$ cat config.mk
export PLATFORM = sky130hd
export DESIGN_NAME = asq_sequencer
export DESIGN_NICKNAME = d
export VERILOG_FILES = /design/src/verilog/asq_pkg.sv /design/src/verilog/asq_sequencer.sv
export SDC_FILE = /design/constraint.sdc
export NUM_CORES = 1
export LEC_CHECK = 0
export ABC_AREA = 1
export BUFFER_PORTS_ARGS = -buffer_cell sky130_fd_sc_hd__buf_4
export CORE_MARGIN = 2
export CORE_UTILIZATION = 40
export CTS_BUF_LIST = sky130_fd_sc_hd__clkbuf_8
export DETAILED_ROUTE_END_ITERATION = 8
export GPL_TIMING_DRIVEN = 0
export PLACE_DENSITY_LB_ADDON = 0.3
export REMOVE_ABC_BUFFERS = 1
export SETUP_SLACK_MARGIN = 0.5
export SLEW_MARGIN = 30
export SYNTH_ARGS = -nofsm -noshare
export SYNTH_HDL_FRONTEND = slang
export SYNTH_SLANG_ARGS = --single-unit
$ cat constraint.sdc
create_clock -name CORE_CLK -period 2.01 [get_ports CORE_CLK]
set_input_delay 0.3015 -clock CORE_CLK [delete_from_list [all_inputs] [get_ports CORE_CLK]]
set_output_delay 0.3015 -clock CORE_CLK [all_outputs]
set_load 0.005 [all_outputs]
$ cat src/verilog/asq_pkg.sv
package asq_pkg;
  // clock and timing
  localparam int unsigned CLK_PERIOD_NS = 10;
  localparam int unsigned SS_INTERVAL_NS = 8200000;
  localparam int unsigned SS_CYCLES = SS_INTERVAL_NS / CLK_PERIOD_NS;
  localparam int unsigned S3_DELAY_NS = 60000;
  localparam int unsigned S3_DELAY_CYCLES = S3_DELAY_NS / CLK_PERIOD_NS;
  localparam int unsigned DEGLITCH_NS = 2000;
  localparam int unsigned DEGLITCH_CYCLES = DEGLITCH_NS / CLK_PERIOD_NS;
  localparam int unsigned SS_STEPS = 16;
  localparam logic [1:0] WAKE_LAST_INTERVAL = 2'h2;
  localparam logic [1:0] UV_RETRY_LIMIT = 2'h3;

  // register map
  localparam logic [3:0] CTRL_OFFSET = 4'h0;
  localparam logic [3:0] STATUS_OFFSET = 4'h4;
  localparam int unsigned CTRL_KEEP_ALIVE_BIT = 0;
  localparam logic CTRL_KEEP_ALIVE_RESET = 1'b0;
  localparam int unsigned STATUS_POWER_POS = 0;
  localparam int unsigned STATUS_START_POS = 4;
  localparam int unsigned STATUS_RETRY_POS = 9;
  localparam int unsigned STATUS_RAIL12_POS = 11;
  localparam int unsigned STATUS_REQ_POS = 12;
  localparam logic [1:0] RESP_OKAY = 2'h0;
  localparam logic [1:0] RESP_DECERR = 2'h3;

  // decoded power state
  typedef enum logic [3:0] {
    PS_HELD = 4'h1,
    PS_ACTIVE = 4'h2,
    PS_S3 = 4'h4,
    PS_S45 = 4'h8
  } asq_power_type;

  // standby regulator start-up and retry sequence
  typedef enum logic [4:0] {
    SU_WAIT = 5'h01,
    SU_RAMP = 5'h02,
    SU_ON = 5'h04,
    SU_RETRY = 5'h08,
    SU_LATCHED = 5'h10
  } asq_start_type;
endpackage

$ cat src/verilog/asq_sequencer.sv
module asq_sequencer #(
  parameter int unsigned SS_CYCLES = asq_pkg::SS_CYCLES,
  parameter int unsigned S3_DELAY_CYCLES = asq_pkg::S3_DELAY_CYCLES
) (
  // clock and reset
  input wire logic CORE_CLK,
  input wire logic RESET_N,
  // sleep requests from chipset
  input wire logic SUSPEND_RAM_REQ_N,
  input wire logic SOFT_OFF_REQ_N,
  // supervisory comparators
  input wire logic STANDBY_POR_OK,
  input wire logic AUX_UV_DETECT,
  // gate release pin, input side is the 12V POR comparator
  input wire logic NMOS_GATE_RELEASE_OD_I,
  output logic NMOS_GATE_RELEASE_OD_O,
  output logic NMOS_GATE_RELEASE_OD_OE,
  // pmos sleep gate
  output logic PMOS_SLEEP_GATE_DRIVE_O,
  output logic PMOS_SLEEP_GATE_DRIVE_OE,
  output logic PMOS_SOFT_SINK_EN,
  // standby regulator
  output logic LDO_ENABLE,
  output logic LDO_STANDBY,
  output logic [3:0] LDO_SS_LEVEL,
  // axi4-lite write
  input wire logic [3:0] S_AXI_AWADDR,
  input wire logic S_AXI_AWVALID,
  output logic S_AXI_AWREADY,
  input wire logic [31:0] S_AXI_WDATA,
  input wire logic [3:0] S_AXI_WSTRB,
  input wire logic S_AXI_WVALID,
  output logic S_AXI_WREADY,
  output logic [1:0] S_AXI_BRESP,
  output logic S_AXI_BVALID,
  input wire logic S_AXI_BREADY,
  // axi4-lite read
  input wire logic [3:0] S_AXI_ARADDR,
  input wire logic S_AXI_ARVALID,
  output logic S_AXI_ARREADY,
  output logic [31:0] S_AXI_RDATA,
  output logic [1:0] S_AXI_RRESP,
  output logic S_AXI_RVALID,
  input wire logic S_AXI_RREADY
);
  localparam int unsigned STEP_CYCLES = SS_CYCLES / asq_pkg::SS_STEPS;
  logic [4:0] sync1, sync2;
  logic por_ok, srst, uv, rail12;
  logic [1:0] req_val, req_seen;
  logic req_act, req_s3, req_s45;
  asq_pkg::asq_power_type ps;
  asq_pkg::asq_start_type su;
  logic [31:0] dly_cnt, wake_cnt, su_cnt, step_cnt;
  logic [1:0] wake_ivl, retry;
  logic s3_go, wake_go, uv_armed, keep;
  logic aw_hold, w_hold, wr_fire;
  logic [3:0] aw_addr, w_strb, level;
  logic [31:0] w_data, status;
  // two flops on each of the five request and comparator pins before use
  always_ff @(posedge CORE_CLK or negedge RESET_N) begin
    if (!RESET_N) begin
      sync1 <= 5'h00;
      sync2 <= 5'h00;
    end else begin
      sync1 <= {NMOS_GATE_RELEASE_OD_I, AUX_UV_DETECT, STANDBY_POR_OK, SOFT_OFF_REQ_N, SUSPEND_RAM_REQ_N};
      sync2 <= sync1;
    end
  end

  assign por_ok = sync2[2];
  assign srst = !por_ok;
  assign uv = sync2[3];
  assign rail12 = sync2[4];

  // a level counts only once stable for the whole deglitch window
  for (genvar i = 0; i < 2; i++) begin : g_dg
    logic cand;
    logic [15:0] cnt;
    always_ff @(posedge CORE_CLK or negedge RESET_N) begin
      if (!RESET_N) begin
        cand <= 1'b0;
        cnt <= 16'h0000;
        req_val[i] <= 1'b0;
        req_seen[i] <= 1'b0;
      end else if (srst) begin
        cand <= 1'b0;
        cnt <= 16'h0000;
        req_val[i] <= 1'b0;
        req_seen[i] <= 1'b0;
      end else if (sync2[i] != cand) begin
        cand <= sync2[i];
        cnt <= 16'h0000;
      end else if (cnt != 16'(asq_pkg::DEGLITCH_CYCLES - 1)) begin
        cnt <= cnt + 16'h0001;
      end else begin
        req_val[i] <= cand;
        req_seen[i] <= 1'b1;
      end
    end
  end

  // bit 0 is the S3 request, bit 1 the S5 request, both active low
  assign req_act = &req_seen && req_val[0] && req_val[1];
  assign req_s3 = &req_seen && !req_val[0] && req_val[1];
  assign req_s45 = &req_seen && !req_val[0] && !req_val[1];
  assign s3_go = req_s3 && (dly_cnt == 32'(S3_DELAY_CYCLES - 1));
  assign wake_go = req_act && rail12 && (wake_ivl == asq_pkg::WAKE_LAST_INTERVAL) &&
                   (wake_cnt == 32'(SS_CYCLES - 1));

  // power state; the S5-low S3-high pattern decodes to nothing and holds
  always_ff @(posedge CORE_CLK or negedge RESET_N) begin
    if (!RESET_N) begin
      ps <= asq_pkg::PS_HELD;
    end else if (srst) begin
      ps <= asq_pkg::PS_HELD;
    end else begin
      case (ps)
        asq_pkg::PS_HELD: begin
          if (req_s45) ps <= asq_pkg::PS_S45;
          else if (req_s3) ps <= asq_pkg::PS_S3;
          else if (wake_go) ps <= asq_pkg::PS_ACTIVE;
        end
        asq_pkg::PS_ACTIVE: begin
          if (req_s45) ps <= asq_pkg::PS_S45;
          else if (s3_go) ps <= asq_pkg::PS_S3;
        end
        asq_pkg::PS_S3: begin
          if (req_s45) ps <= asq_pkg::PS_S45;
          else if (wake_go) ps <= asq_pkg::PS_ACTIVE;
        end
        asq_pkg::PS_S45: begin
          if (wake_go) ps <= asq_pkg::PS_ACTIVE;
        end
        default: ps <= asq_pkg::PS_HELD;
      endcase
    end
  end

  // S3 entry delay restarts whenever the request wavers
  always_ff @(posedge CORE_CLK or negedge RESET_N) begin
    if (!RESET_N) begin
      dly_cnt <= 32'h0000_0000;
    end else if (!srst && ps == asq_pkg::PS_ACTIVE && req_s3 && !s3_go) begin
      dly_cnt <= dly_cnt + 32'h0000_0001;
    end else begin
      dly_cnt <= 32'h0000_0000;
    end
  end

  // wake count: three intervals of steady 12V POR, restarts if it drops
  always_ff @(posedge CORE_CLK or negedge RESET_N) begin
    if (!RESET_N) begin
      wake_cnt <= 32'h0000_0000;
      wake_ivl <= 2'h0;
    end else if (srst || ps == asq_pkg::PS_ACTIVE || !req_act || !rail12) begin
      wake_cnt <= 32'h0000_0000;
      wake_ivl <= 2'h0;
    end else if (wake_cnt == 32'(SS_CYCLES - 1)) begin
      wake_cnt <= 32'h0000_0000;
      if (wake_ivl != asq_pkg::WAKE_LAST_INTERVAL) wake_ivl <= wake_ivl + 2'h1;
    end else begin
      wake_cnt <= wake_cnt + 32'h0000_0001;
    end
  end

  assign uv_armed = (su == asq_pkg::SU_ON) && (ps == asq_pkg::PS_S3 || ps == asq_pkg::PS_S45);

  // start-up and undervoltage retry sequence
  always_ff @(posedge CORE_CLK or negedge RESET_N) begin
    if (!RESET_N) begin
      su <= asq_pkg::SU_WAIT;
      su_cnt <= 32'h0000_0000;
      retry <= 2'h0;
    end else if (srst) begin
      su <= asq_pkg::SU_WAIT;
      su_cnt <= 32'h0000_0000;
      retry <= 2'h0;
    end else begin
      case (su)
        asq_pkg::SU_WAIT, asq_pkg::SU_RETRY, asq_pkg::SU_RAMP: begin
          if (su_cnt == 32'(SS_CYCLES - 1)) begin
            if (su == asq_pkg::SU_RAMP) su <= asq_pkg::SU_ON;
            else su <= asq_pkg::SU_RAMP;
            su_cnt <= 32'h0000_0000;
          end else begin
            su_cnt <= su_cnt + 32'h0000_0001;
          end
        end
        asq_pkg::SU_ON: begin
          if (uv_armed && uv) begin
            if (retry == asq_pkg::UV_RETRY_LIMIT) begin
              su <= asq_pkg::SU_LATCHED;
            end else begin
              su <= asq_pkg::SU_RETRY;
              retry <= retry + 2'h1;
            end
          end
        end
        asq_pkg::SU_LATCHED: su <= asq_pkg::SU_LATCHED;
        default: su <= asq_pkg::SU_WAIT;
      endcase
    end
  end

  // ramp level steps up evenly across one interval
  always_ff @(posedge CORE_CLK or negedge RESET_N) begin
    if (!RESET_N) begin
      step_cnt <= 32'h0000_0000;
      level <= 4'h0;
    end else if (su == asq_pkg::SU_ON) begin
      step_cnt <= 32'h0000_0000;
      level <= 4'hf;
    end else if (su != asq_pkg::SU_RAMP || srst) begin
      step_cnt <= 32'h0000_0000;
      level <= 4'h0;
    end else if (step_cnt == 32'(STEP_CYCLES - 1)) begin
      step_cnt <= 32'h0000_0000;
      if (level != 4'hf) level <= level + 4'h1;
    end else begin
      step_cnt <= step_cnt + 32'h0000_0001;
    end
  end

  // pin and regulator drives, all registered
  always_ff @(posedge CORE_CLK or negedge RESET_N) begin
    if (!RESET_N) begin
      NMOS_GATE_RELEASE_OD_O <= 1'b0;
      NMOS_GATE_RELEASE_OD_OE <= 1'b1;
      PMOS_SLEEP_GATE_DRIVE_O <= 1'b0;
      PMOS_SLEEP_GATE_DRIVE_OE <= 1'b0;
      PMOS_SOFT_SINK_EN <= 1'b0;
      LDO_ENABLE <= 1'b0;
      LDO_STANDBY <= 1'b0;
      LDO_SS_LEVEL <= 4'h0;
    end else begin
      NMOS_GATE_RELEASE_OD_O <= 1'b0;
      NMOS_GATE_RELEASE_OD_OE <= srst || ps != asq_pkg::PS_ACTIVE;
      PMOS_SLEEP_GATE_DRIVE_O <= 1'b0;
      // hard pull only once the regulator is up, so the gate never snaps early
      PMOS_SLEEP_GATE_DRIVE_OE <= !srst && su == asq_pkg::SU_ON &&
        (ps == asq_pkg::PS_S3 || (keep && ps == asq_pkg::PS_S45));
      PMOS_SOFT_SINK_EN <= !srst && keep && su == asq_pkg::SU_RAMP && ps != asq_pkg::PS_ACTIVE;
      LDO_ENABLE <= !srst && ps != asq_pkg::PS_ACTIVE &&
        (su == asq_pkg::SU_RAMP || su == asq_pkg::SU_ON);
      LDO_STANDBY <= !srst && ps == asq_pkg::PS_ACTIVE;
      LDO_SS_LEVEL <= level;
    end
  end

  // axi write address and data, accepted in either order
  assign wr_fire = aw_hold && w_hold && !S_AXI_BVALID;

  always_ff @(posedge CORE_CLK or negedge RESET_N) begin
    if (!RESET_N) begin
      aw_hold <= 1'b0;
      aw_addr <= 4'h0;
      S_AXI_AWREADY <= 1'b0;
    end else begin
      if (S_AXI_AWVALID && S_AXI_AWREADY) begin
        aw_hold <= 1'b1;
        aw_addr <= S_AXI_AWADDR;
      end else if (S_AXI_BVALID && S_AXI_BREADY) begin
        aw_hold <= 1'b0;
      end
      S_AXI_AWREADY <= !aw_hold && !(S_AXI_AWVALID && S_AXI_AWREADY) && !S_AXI_BVALID;
    end
  end

  always_ff @(posedge CORE_CLK or negedge RESET_N) begin
    if (!RESET_N) begin
      w_hold <= 1'b0;
      w_data <= 32'h0000_0000;
      w_strb <= 4'h0;
      S_AXI_WREADY <= 1'b0;
    end else begin
      if (S_AXI_WVALID && S_AXI_WREADY) begin
        w_hold <= 1'b1;
        w_data <= S_AXI_WDATA;
        w_strb <= S_AXI_WSTRB;
      end else if (S_AXI_BVALID && S_AXI_BREADY) begin
        w_hold <= 1'b0;
      end
      S_AXI_WREADY <= !w_hold && !(S_AXI_WVALID && S_AXI_WREADY) && !S_AXI_BVALID;
    end
  end

  always_ff @(posedge CORE_CLK or negedge RESET_N) begin
    if (!RESET_N) begin
      S_AXI_BVALID <= 1'b0;
      S_AXI_BRESP <= asq_pkg::RESP_OKAY;
    end else if (wr_fire) begin
      S_AXI_BVALID <= 1'b1;
      S_AXI_BRESP <= ({aw_addr[3:2], 2'h0} == asq_pkg::CTRL_OFFSET ||
        {aw_addr[3:2], 2'h0} == asq_pkg::STATUS_OFFSET) ? asq_pkg::RESP_OKAY : asq_pkg::RESP_DECERR;
    end else if (S_AXI_BREADY) begin
      S_AXI_BVALID <= 1'b0;
    end
  end

  // option bit; cleared with the rest of the block on standby loss
  always_ff @(posedge CORE_CLK or negedge RESET_N) begin
    if (!RESET_N) begin
      keep <= asq_pkg::CTRL_KEEP_ALIVE_RESET;
    end else if (srst) begin
      keep <= asq_pkg::CTRL_KEEP_ALIVE_RESET;
    end else if (wr_fire && {aw_addr[3:2], 2'h0} == asq_pkg::CTRL_OFFSET && w_strb[0]) begin
      keep <= w_data[asq_pkg::CTRL_KEEP_ALIVE_BIT];
    end
  end

  always_comb begin
    status = 32'h0000_0000;
    status[asq_pkg::STATUS_POWER_POS +: 4] = ps;
    status[asq_pkg::STATUS_START_POS +: 5] = su;
    status[asq_pkg::STATUS_RETRY_POS +: 2] = retry;
    status[asq_pkg::STATUS_RAIL12_POS] = rail12;
    status[asq_pkg::STATUS_REQ_POS +: 2] = req_val;
  end

  // axi read
  always_ff @(posedge CORE_CLK or negedge RESET_N) begin
    if (!RESET_N) begin
      S_AXI_ARREADY <= 1'b0;
      S_AXI_RVALID <= 1'b0;
      S_AXI_RDATA <= 32'h0000_0000;
      S_AXI_RRESP <= asq_pkg::RESP_OKAY;
    end else begin
      S_AXI_ARREADY <= !S_AXI_RVALID && !(S_AXI_ARVALID && S_AXI_ARREADY);
      if (S_AXI_ARVALID && S_AXI_ARREADY) begin
        S_AXI_RVALID <= 1'b1;
        if ({S_AXI_ARADDR[3:2], 2'h0} == asq_pkg::CTRL_OFFSET) begin
          S_AXI_RDATA <= {31'h0000_0000, keep};
          S_AXI_RRESP <= asq_pkg::RESP_OKAY;
        end else if ({S_AXI_ARADDR[3:2], 2'h0} == asq_pkg::STATUS_OFFSET) begin
          S_AXI_RDATA <= status;
          S_AXI_RRESP <= asq_pkg::RESP_OKAY;
        end else begin
          S_AXI_RDATA <= 32'h0000_0000;
          S_AXI_RRESP <= asq_pkg::RESP_DECERR;
        end
      end else if (S_AXI_RREADY) begin
        S_AXI_RVALID <= 1'b0;
      end
    end
  end
endmodule

==> results of run 1 <==
[registers in the layout, summed over array words and instances (netlist names), 4 cells and up]
signal,cells
LDO_SS_LEVEL,4
S_AXI_RDATA,14
dly_cnt,32
g_dg.cnt,32
level,4
ps,4
step_cnt,32
su,5
su_cnt,32
sync1,5
sync2,5
wake_cnt,32
[layout by cell type (no fill, tap or decap), types with 5 or more instances in the layout]
cell type and instances:
nand2_1 328, nor2_1 212, dfrtp_1 200, inv_1 198, buf_4 158, nand3_1 84
nand4_1 64, clkbuf_8 56, nor3_1 53, nand2_2 50, a21oi_1 44, nor2_4 43
o21ai_0 39, nor2_2 36, xor2_1 35, buf_6 33, inv_2 27, dfrtp_2 26
nand3_2 26, nor3_2 25, conb_1 20, o21ai_2 18, o21ai_1 18, nor3_4 16
nand2_4 16, nand3_4 15, dlygate4sd3_1 13, a31oi_1 7, nor3b_2 7, nand2_8 7
xnor2_1 6, inv_4 6, a21oi_2 6, o22ai_2 6, ha_4 6, nor4_1 5
buf_12 5
[area by class of cell]
cell class / instances / area [um^2]
multi-input cells: 1240 / 7520
fillers: 2828 / 14200
repair buffers: 213 / 1890
well taps: 402 / 503
inverters: 219 / 871
clock buffers: 56 / 771
clock inverters: 24 / 113
repair inverters: 2 / 20.0
flip-flops and latches: 230 / 5800
[report_power, final]
part / switching, mW / internal, mW / leakage (nW)
combinational: 1.21 / 0.906 / 3.96
sequential: 0.190 / 4.86 / 3.10
clock: 2.04 / 2.51 / 0.523
total: 3.43 / 8.28 / 7.58
[synth_stat cells, types with 4 or more instances]
library cell  count  area share, %
inv_2            22           0.64
nor2_4           12            1.0
nand3_1         109            4.2
nand2_2          13           0.63
nor3_1           83            3.2
xnor2_1           8           0.54
a31oi_1           7           0.34
a21oi_1          50            1.9
buf_2            10           0.39
o21ai_0          61            2.4
nor3b_1           9           0.52
dfrtp_1         227             44
nand2_1         384             11
inv_1           194            5.6
nor2_1          259            7.5
nand3b_1          4           0.23
o22ai_2           7           0.68
or2_2             4           0.19
nor3_2            8           0.62
nor4_1            6           0.29
nand4_1          64            3.1
o21ai_1          15           0.58
buf_6             4           0.35
ha_1             10           0.97
xor2_1           36            2.4
buf_4            25            1.4
nand3_2           9           0.70
clkbuf_1          5           0.14
nor2_2           20           0.97
[routing by layer]
layer  GRT usage, %  vias up
met3           3.65       92
met2           34.4      423
li1               -     6021
met4           7.20        0
met1           28.3     5959
met5              0        -
[what timing repair did]
item	CTS	global route
hold endpoints to repair	58	0
pin swaps	70	109
setup buffers	84	64
setup endpoints to repair	193	165
hold buffers	13	0
cloned	8	2
resized for setup	182	234
[cell families after synthesis]
group | count (synthesis) | synth area share, %
adders and majority gates | 10 | 0.966
DFF | 230 | 44.5
AOI/OAI and AO/OA | 152 | 6.64
other | 1 | 0.0289
muxes | 2 | 0.174
and+or+nand+nor | 1004 | 36.0
xor gates and xnor gates | 44 | 2.97
buffers and inverters | 265 | 8.74
[through the flow]
step,hold WS [ns],power [mW]
after floorplan,0.00591,5.66
after global placement,0.332,6.18
after detailed placement,0.245,6.23
after CTS,0.00595,11.6
after global routing,0.0356,12.3
final,0.0372,11.7
[how the worst max path moves through the flow]
stage	start	endpoint	cells past startpoint	slack [ns]
global route	step_cnt[0]	step_cnt[30]	8	0.17
floorplan	sync2[2]	dly_cnt[29]	6	-0.07
global placement	RESET_N	su_cnt[5]	1	-1.25
detailed placement	sync2[2]	dly_cnt[27]	6	-0.81
CTS	step_cnt[1]	step_cnt[30]	8	0.33
finish	step_cnt[8]	step_cnt[30]	8	0.24
==> flow_summary_export.csv, run 1 <==
group,metric,value,unit
outcome,status,"completed",
timing,layout_setup_ws,0.235,ns
timing,hold_viol_final,0,
timing,fin_crit,1.77,ns
timing,setup_viol,0,
clocking,clk_pin_slew_worst_paths,0.06,ns
worst_hold_path,hold_path_end,"S_AXI_RDATA[11]",
grt,antenna_found_initial,0,
layout,diodes,0,
worst_setup_path,cp-start-kind,"flip-flop",
floorplan,die-area,33800,um^2
worst_setup_path,critical_path_class,"reg2reg",
route,highest_layer,"met4",
logic_synthesis,synth_seq_cells,230,
placed_design,io_buffers,49,
worst_hold_path,holdPathStages,2,
layout,syn_to_final_growth,35.0,%
grt,grt_pass1_vias,11800,
power,ir_drop,0.494,mV
clocking,cts_tree,"yes",
worst_setup_path,crit_path_frequent_cell,"nand2_1",
layout,nets,2015,
floorplan,io_pins,108,
placed_design,globalplace.congestion,0.925,
route,wl_per_cell,15.5,um
timing,skew,0.0229,ns
timing,worstMarginPinSlew,0.515,ns
logic_synthesis,synth_area_per_cell,7.58,um^2
power,p_leak,7.58,nW
grt,grt_max_degree,68,
layout,fin_area,17500,um^2
clocking,cts_buffers,43,
timing,finalSetupTns,0,ns
worst_setup_path,crit_chain,"inv_1 > nor3_1 > nand2_1 > nor2_1 > nand2_1 > nand2_1 > nand3_1 > a21oi_1",
layout,drive_gt1_share,31.7,%
route,drc_errors,0,
placed_design,post-place-ws,-0.809,ns
worst_setup_path,crit_family,"simple AND/OR/NAND/NOR gates",
logic_synthesis,synth_enable_flop_cells,0,
route,wl_met1,16.0,mm
logic_synthesis,synth_cells,1708,
route,wl_met3,2.24,mm
clocking,htreeDepth,2,
worst_hold_path,hp-class,"in2reg",
worst_setup_path,cp-end-kind,"flip-flop",
timing,rsz0062_at_grt,"yes",
logic_synthesis,ys_seq_area_share,44.5,%
worst_setup_path,worstPathRequired,2.48,ns
worst_setup_path,reg2reg_depth,8,
clocking,insertion_delay,0.56,ns
timing,slew_viol_final,0,
route,drt_first_pass_iters,8,
grt,grtUsageTotal,21.1,%
floorplan,fp-row-count,65,
floorplan,core-area,31700,um^2
worst_setup_path,reg2reg_from,"step_cnt[8]",
worst_setup_path,reg2reg_to,"step_cnt[30]",
worst_setup_path,path_buf_inv,1,
grt,grt.overflow.total,0,
worst_setup_path,slowest_stage,"nor3_1",
clocking,root_buffer,"clkbuf_8",
flow_run,maxCapViolations,0,
layout,final_cell_count_no_fill,2386,
floorplan,die_y,184,um
logic_synthesis,ys_warn_count,0,
timing,fin_crit_sh,88.3,%
route,ant_nets,0,
placed_design,dp_hpwl,23.1,mm
logic_synthesis,synth_ff_type,"dfrtp_1",
timing,timing.fmax,0.563,GHz
grt,grt_pass1_wl,58.1,mm
worst_setup_path,arrival,2.25,ns
timing,slew_headroom,65.4,%
worst_setup_path,cp_slowest_stage_delay,0.46,ns
route,initialDrtViolationCount,857,
power,p_per_area,670,nW/um^2
logic_synthesis,synth_cell_types,54,
floorplan,initial_core_util,40.8,%
route,dr_wl_met2,17.5,mm
placed_design,place_inst,2135,
route,drt_wl_total,36.9,mm
worst_setup_path,rrSetupSlack,0.24,ns
route,drt-vias-per-instance,5.24,
layout,final_util,55.1,%
logic_synthesis,netlist_area,13000,um^2
placed_design,placed_area,13700,um^2
route,via_count,12500,
floorplan,fp.dieW,184,um
worst_setup_path,path_max_fanout,4,
logic_synthesis,async_flop_share,100,%
clocking,clockBufferDepth,3,
worst_hold_path,holdCritStartpoint,"S_AXI_ARADDR[2]",
clocking,clock-sinks,230,
(Power assumes the default switching activity.)
==> run 2, diff against run 1 <==
--- a/config.mk
+++ b/config.mk
@@ -7,8 +7,9 @@
 export LEC_CHECK = 0
 export ABC_AREA = 1
 export BUFFER_PORTS_ARGS = -buffer_cell sky130_fd_sc_hd__buf_4
+export CORE_ASPECT_RATIO = 0.5
 export CORE_MARGIN = 2
-export CORE_UTILIZATION = 40
+export CORE_UTILIZATION = 38
 export CTS_BUF_LIST = sky130_fd_sc_hd__clkbuf_8
 export DETAILED_ROUTE_END_ITERATION = 8
 export GPL_TIMING_DRIVEN = 0
==> run 2 against run 1 <==
Against the previous run: combinational power about the same; critical path depth unchanged; worst setup slack better by 0.033 ns; final cell count grew 0.50%; global-route usage down 1.3 points; first-iteration DRC count fell by 3.4%; routed wire length fell by 2.7%; clock power fell by 1%; critical path type unchanged.
==> flow_summary_export.csv, run 2 (same netlist as run 1, synthesis figures left out) <==
group,metric,value,unit
clocking,insertion_delay,0.57,ns
grt,grt_max_degree,76,
route,highest_layer,"met4",
timing,setup_viol,0,
timing,hold_viol_final,0,
worst_setup_path,cp-start-kind,"flip-flop",
layout,diodes,0,
route,drt_first_pass_iters,7,
floorplan,core-area,33300,um^2
clocking,cts_buffers,36,
outcome,status,"completed",
worst_setup_path,cp-end-kind,"flip-flop",
route,ant_nets,0,
worst_setup_path,arrival,2.19,ns
clocking,clock-sinks,230,
grt,grt.overflow.total,0,
timing,fin_crit,1.74,ns
placed_design,place_inst,2174,
clocking,htreeDepth,2,
timing,rsz0062_at_grt,"yes",
worst_hold_path,hp-class,"in2reg",
clocking,root_buffer,"clkbuf_8",
placed_design,io_buffers,49,
power,p_sw,3.36,mW
grt,grt_pass1_vias,11400,
floorplan,fp-row-count,47,
layout,layout_common_cells,"312 x nand2_1, 206 x dfrtp_1, 204 x nor2_1, 186 x inv_1, 136 x buf_4",
route,wl_met3,1.64,mm
route,drc_errors,0,
power,power_frac_clock,38.6,%
power,power_frac_seq,43.4,%
grt,grt_pass1_wl,58.0,mm
worst_setup_path,path_max_fanout,8,
power,p_per_area,663,nW/um^2
floorplan,die-area,35700,um^2
route,via_count,12200,
timing,timing.fmax,0.574,GHz
route,drt-vias-per-instance,5.08,
placed_design,globalplace.congestion,0.901,
route,initialDrtViolationCount,828,
layout,final_util,52.6,%
timing,skew,0.0209,ns
layout,final_cell_count_no_fill,2398,
timing,slew_viol_final,0,
clocking,clockBufferDepth,3,
clocking,cts_tree,"yes",
power,internal_power,8.26,mW
timing,fin_crit_sh,86.7,%
power,swShare,29.0,%
floorplan,io_pins,108,
power,p_comb_share,17.9,%
floorplan,die_y,135,um
layout,nets,1995,
floorplan,fp.dieW,265,um
layout,syn_to_final_growth,35.3,%
route,wl_per_cell,15.0,um
worst_setup_path,critical_path_class,"reg2reg",
layout,mostFrequentLayoutCell,"nand2_1",
power,p_leak,7.55,nW
grt,grtUsageTotal,19.8,%
floorplan,initial_core_util,38.9,%
worst_setup_path,worstPathRequired,2.46,ns
route,drt_wl_total,35.9,mm
flow_run,maxCapViolations,0,
placed_design,dp_hpwl,22.4,mm
grt,antenna_found_initial,0,
power,ir_drop,0.443,mV
route,wl_met1,16.4,mm
clocking,clk_pin_slew_worst_paths,0.07,ns
route,dr_wl_met2,17.2,mm
layout,drive_gt1_share,32.1,%
run 2: cell count changes in the layout (fill, tap and decap cells not counted), moves of 8 or more:
cell and change:
nor2_1 -8, inv_1 -12, clkbuf_8 -9, nand2_2 +15, nand2_1 -16, buf_4 -22
run 2: final cells by class:
| cell class | instances | area [um^2] |
|---|---|---|
| clock buffers | 47 | 647 |
| flip-flops and latches | 230 | 5790 |
| well taps | 441 | 552 |
| clock inverters | 19 | 165 |
| inverters | 219 | 872 |
| repair inverters | 3 | 28.8 |
| fillers | 3003 | 15800 |
| multi-input cells | 1240 | 7600 |
| repair buffers | 199 | 1880 |
run 2: worst paths after layout:
| kind | cells past startpoint | slack, ns | endpoint | startpoint |
|---|---|---|---|---|
| min in group asynchronous | 2 | 0.26 | su_cnt[26] | RESET_N |
| setup reg to reg | 8 | 0.27 | su_cnt[0] | su[0] |
| max in group asynchronous | 4 | 0.83 | wake_cnt[17] | RESET_N |
| setup / recovery | 8 | 0.27 | su_cnt[0] | su[0] |
| hold reg to reg | 0 | 0.35 | sync2[2] | sync1[2] |
| hold / removal | 2 | 0.06 | S_AXI_RDATA[11] | S_AXI_ARADDR[2] |
run 2: repair_timing:
item,in CTS,in global routing
setup buffers,76,57
hold buffers,13,0
gates cloned,12,0
resized for setup,215,231
endpoints found under the setup margin,183,181
pin swaps,92,95
hold endpoints to repair,57,0
run 2: worst max-delay path: stages (launching register included):
cell	delay [ns]
dfstp_2	0.61
xor2_2	0.18
nand4_4	0.16
buf_6	0.17
nand3_4	0.17
buf_12	0.15
inv_8	0.05
nand2_2	0.08
o21ai_4	0.06
run 2: power by group through the flow:
| stage | clock [mW] | combinational, mW | sequential (mW) |
|---|---|---|---|
| final | 4.49 | 2.09 | 5.04 |
| after global routing | 4.84 | 2.24 | 5.07 |
| after CTS | 4.60 | 1.82 | 5.03 |
| after detailed placement | 0 | 1.11 | 5.12 |
| after global placement | 0 | 1.08 | 5.12 |
| after floorplan | 0 | 0.581 | 5.08 |
run 2: per-stage QoR:
| step | total power [mW] | instance area [um^2] | setup TNS [ns] | setup WS (ns) | hold WS (ns) |
|---|---|---|---|---|---|
| detailed placement | 6.23 | 13700 | -29.51 | -0.788 | 0.244 |
| CTS | 11.4 | 16300 | 0 | 0.304 | 0.0212 |
| finish | 11.6 | 17500 | 0 | 0.268 | 0.0588 |
| global placement | 6.20 | 13600 | -355.64 | -1.21 | 0.333 |
| floorplan | 5.66 | 12700 | -0.604 | -0.0667 | 0.00591 |
| global route | 12.1 | 17500 | 0 | 0.185 | 0.0398 |
run 2: routing by layer:
| metal | vias to the layer above | global-route usage (%) |
|---|---|---|
| met5 | - | 0 |
| met4 | 0 | 4.99 |
| met3 | 62 | 3.10 |
| met2 | 319 | 32.5 |
| met1 | 5850 | 27.5 |
| li1 | 5961 | - |
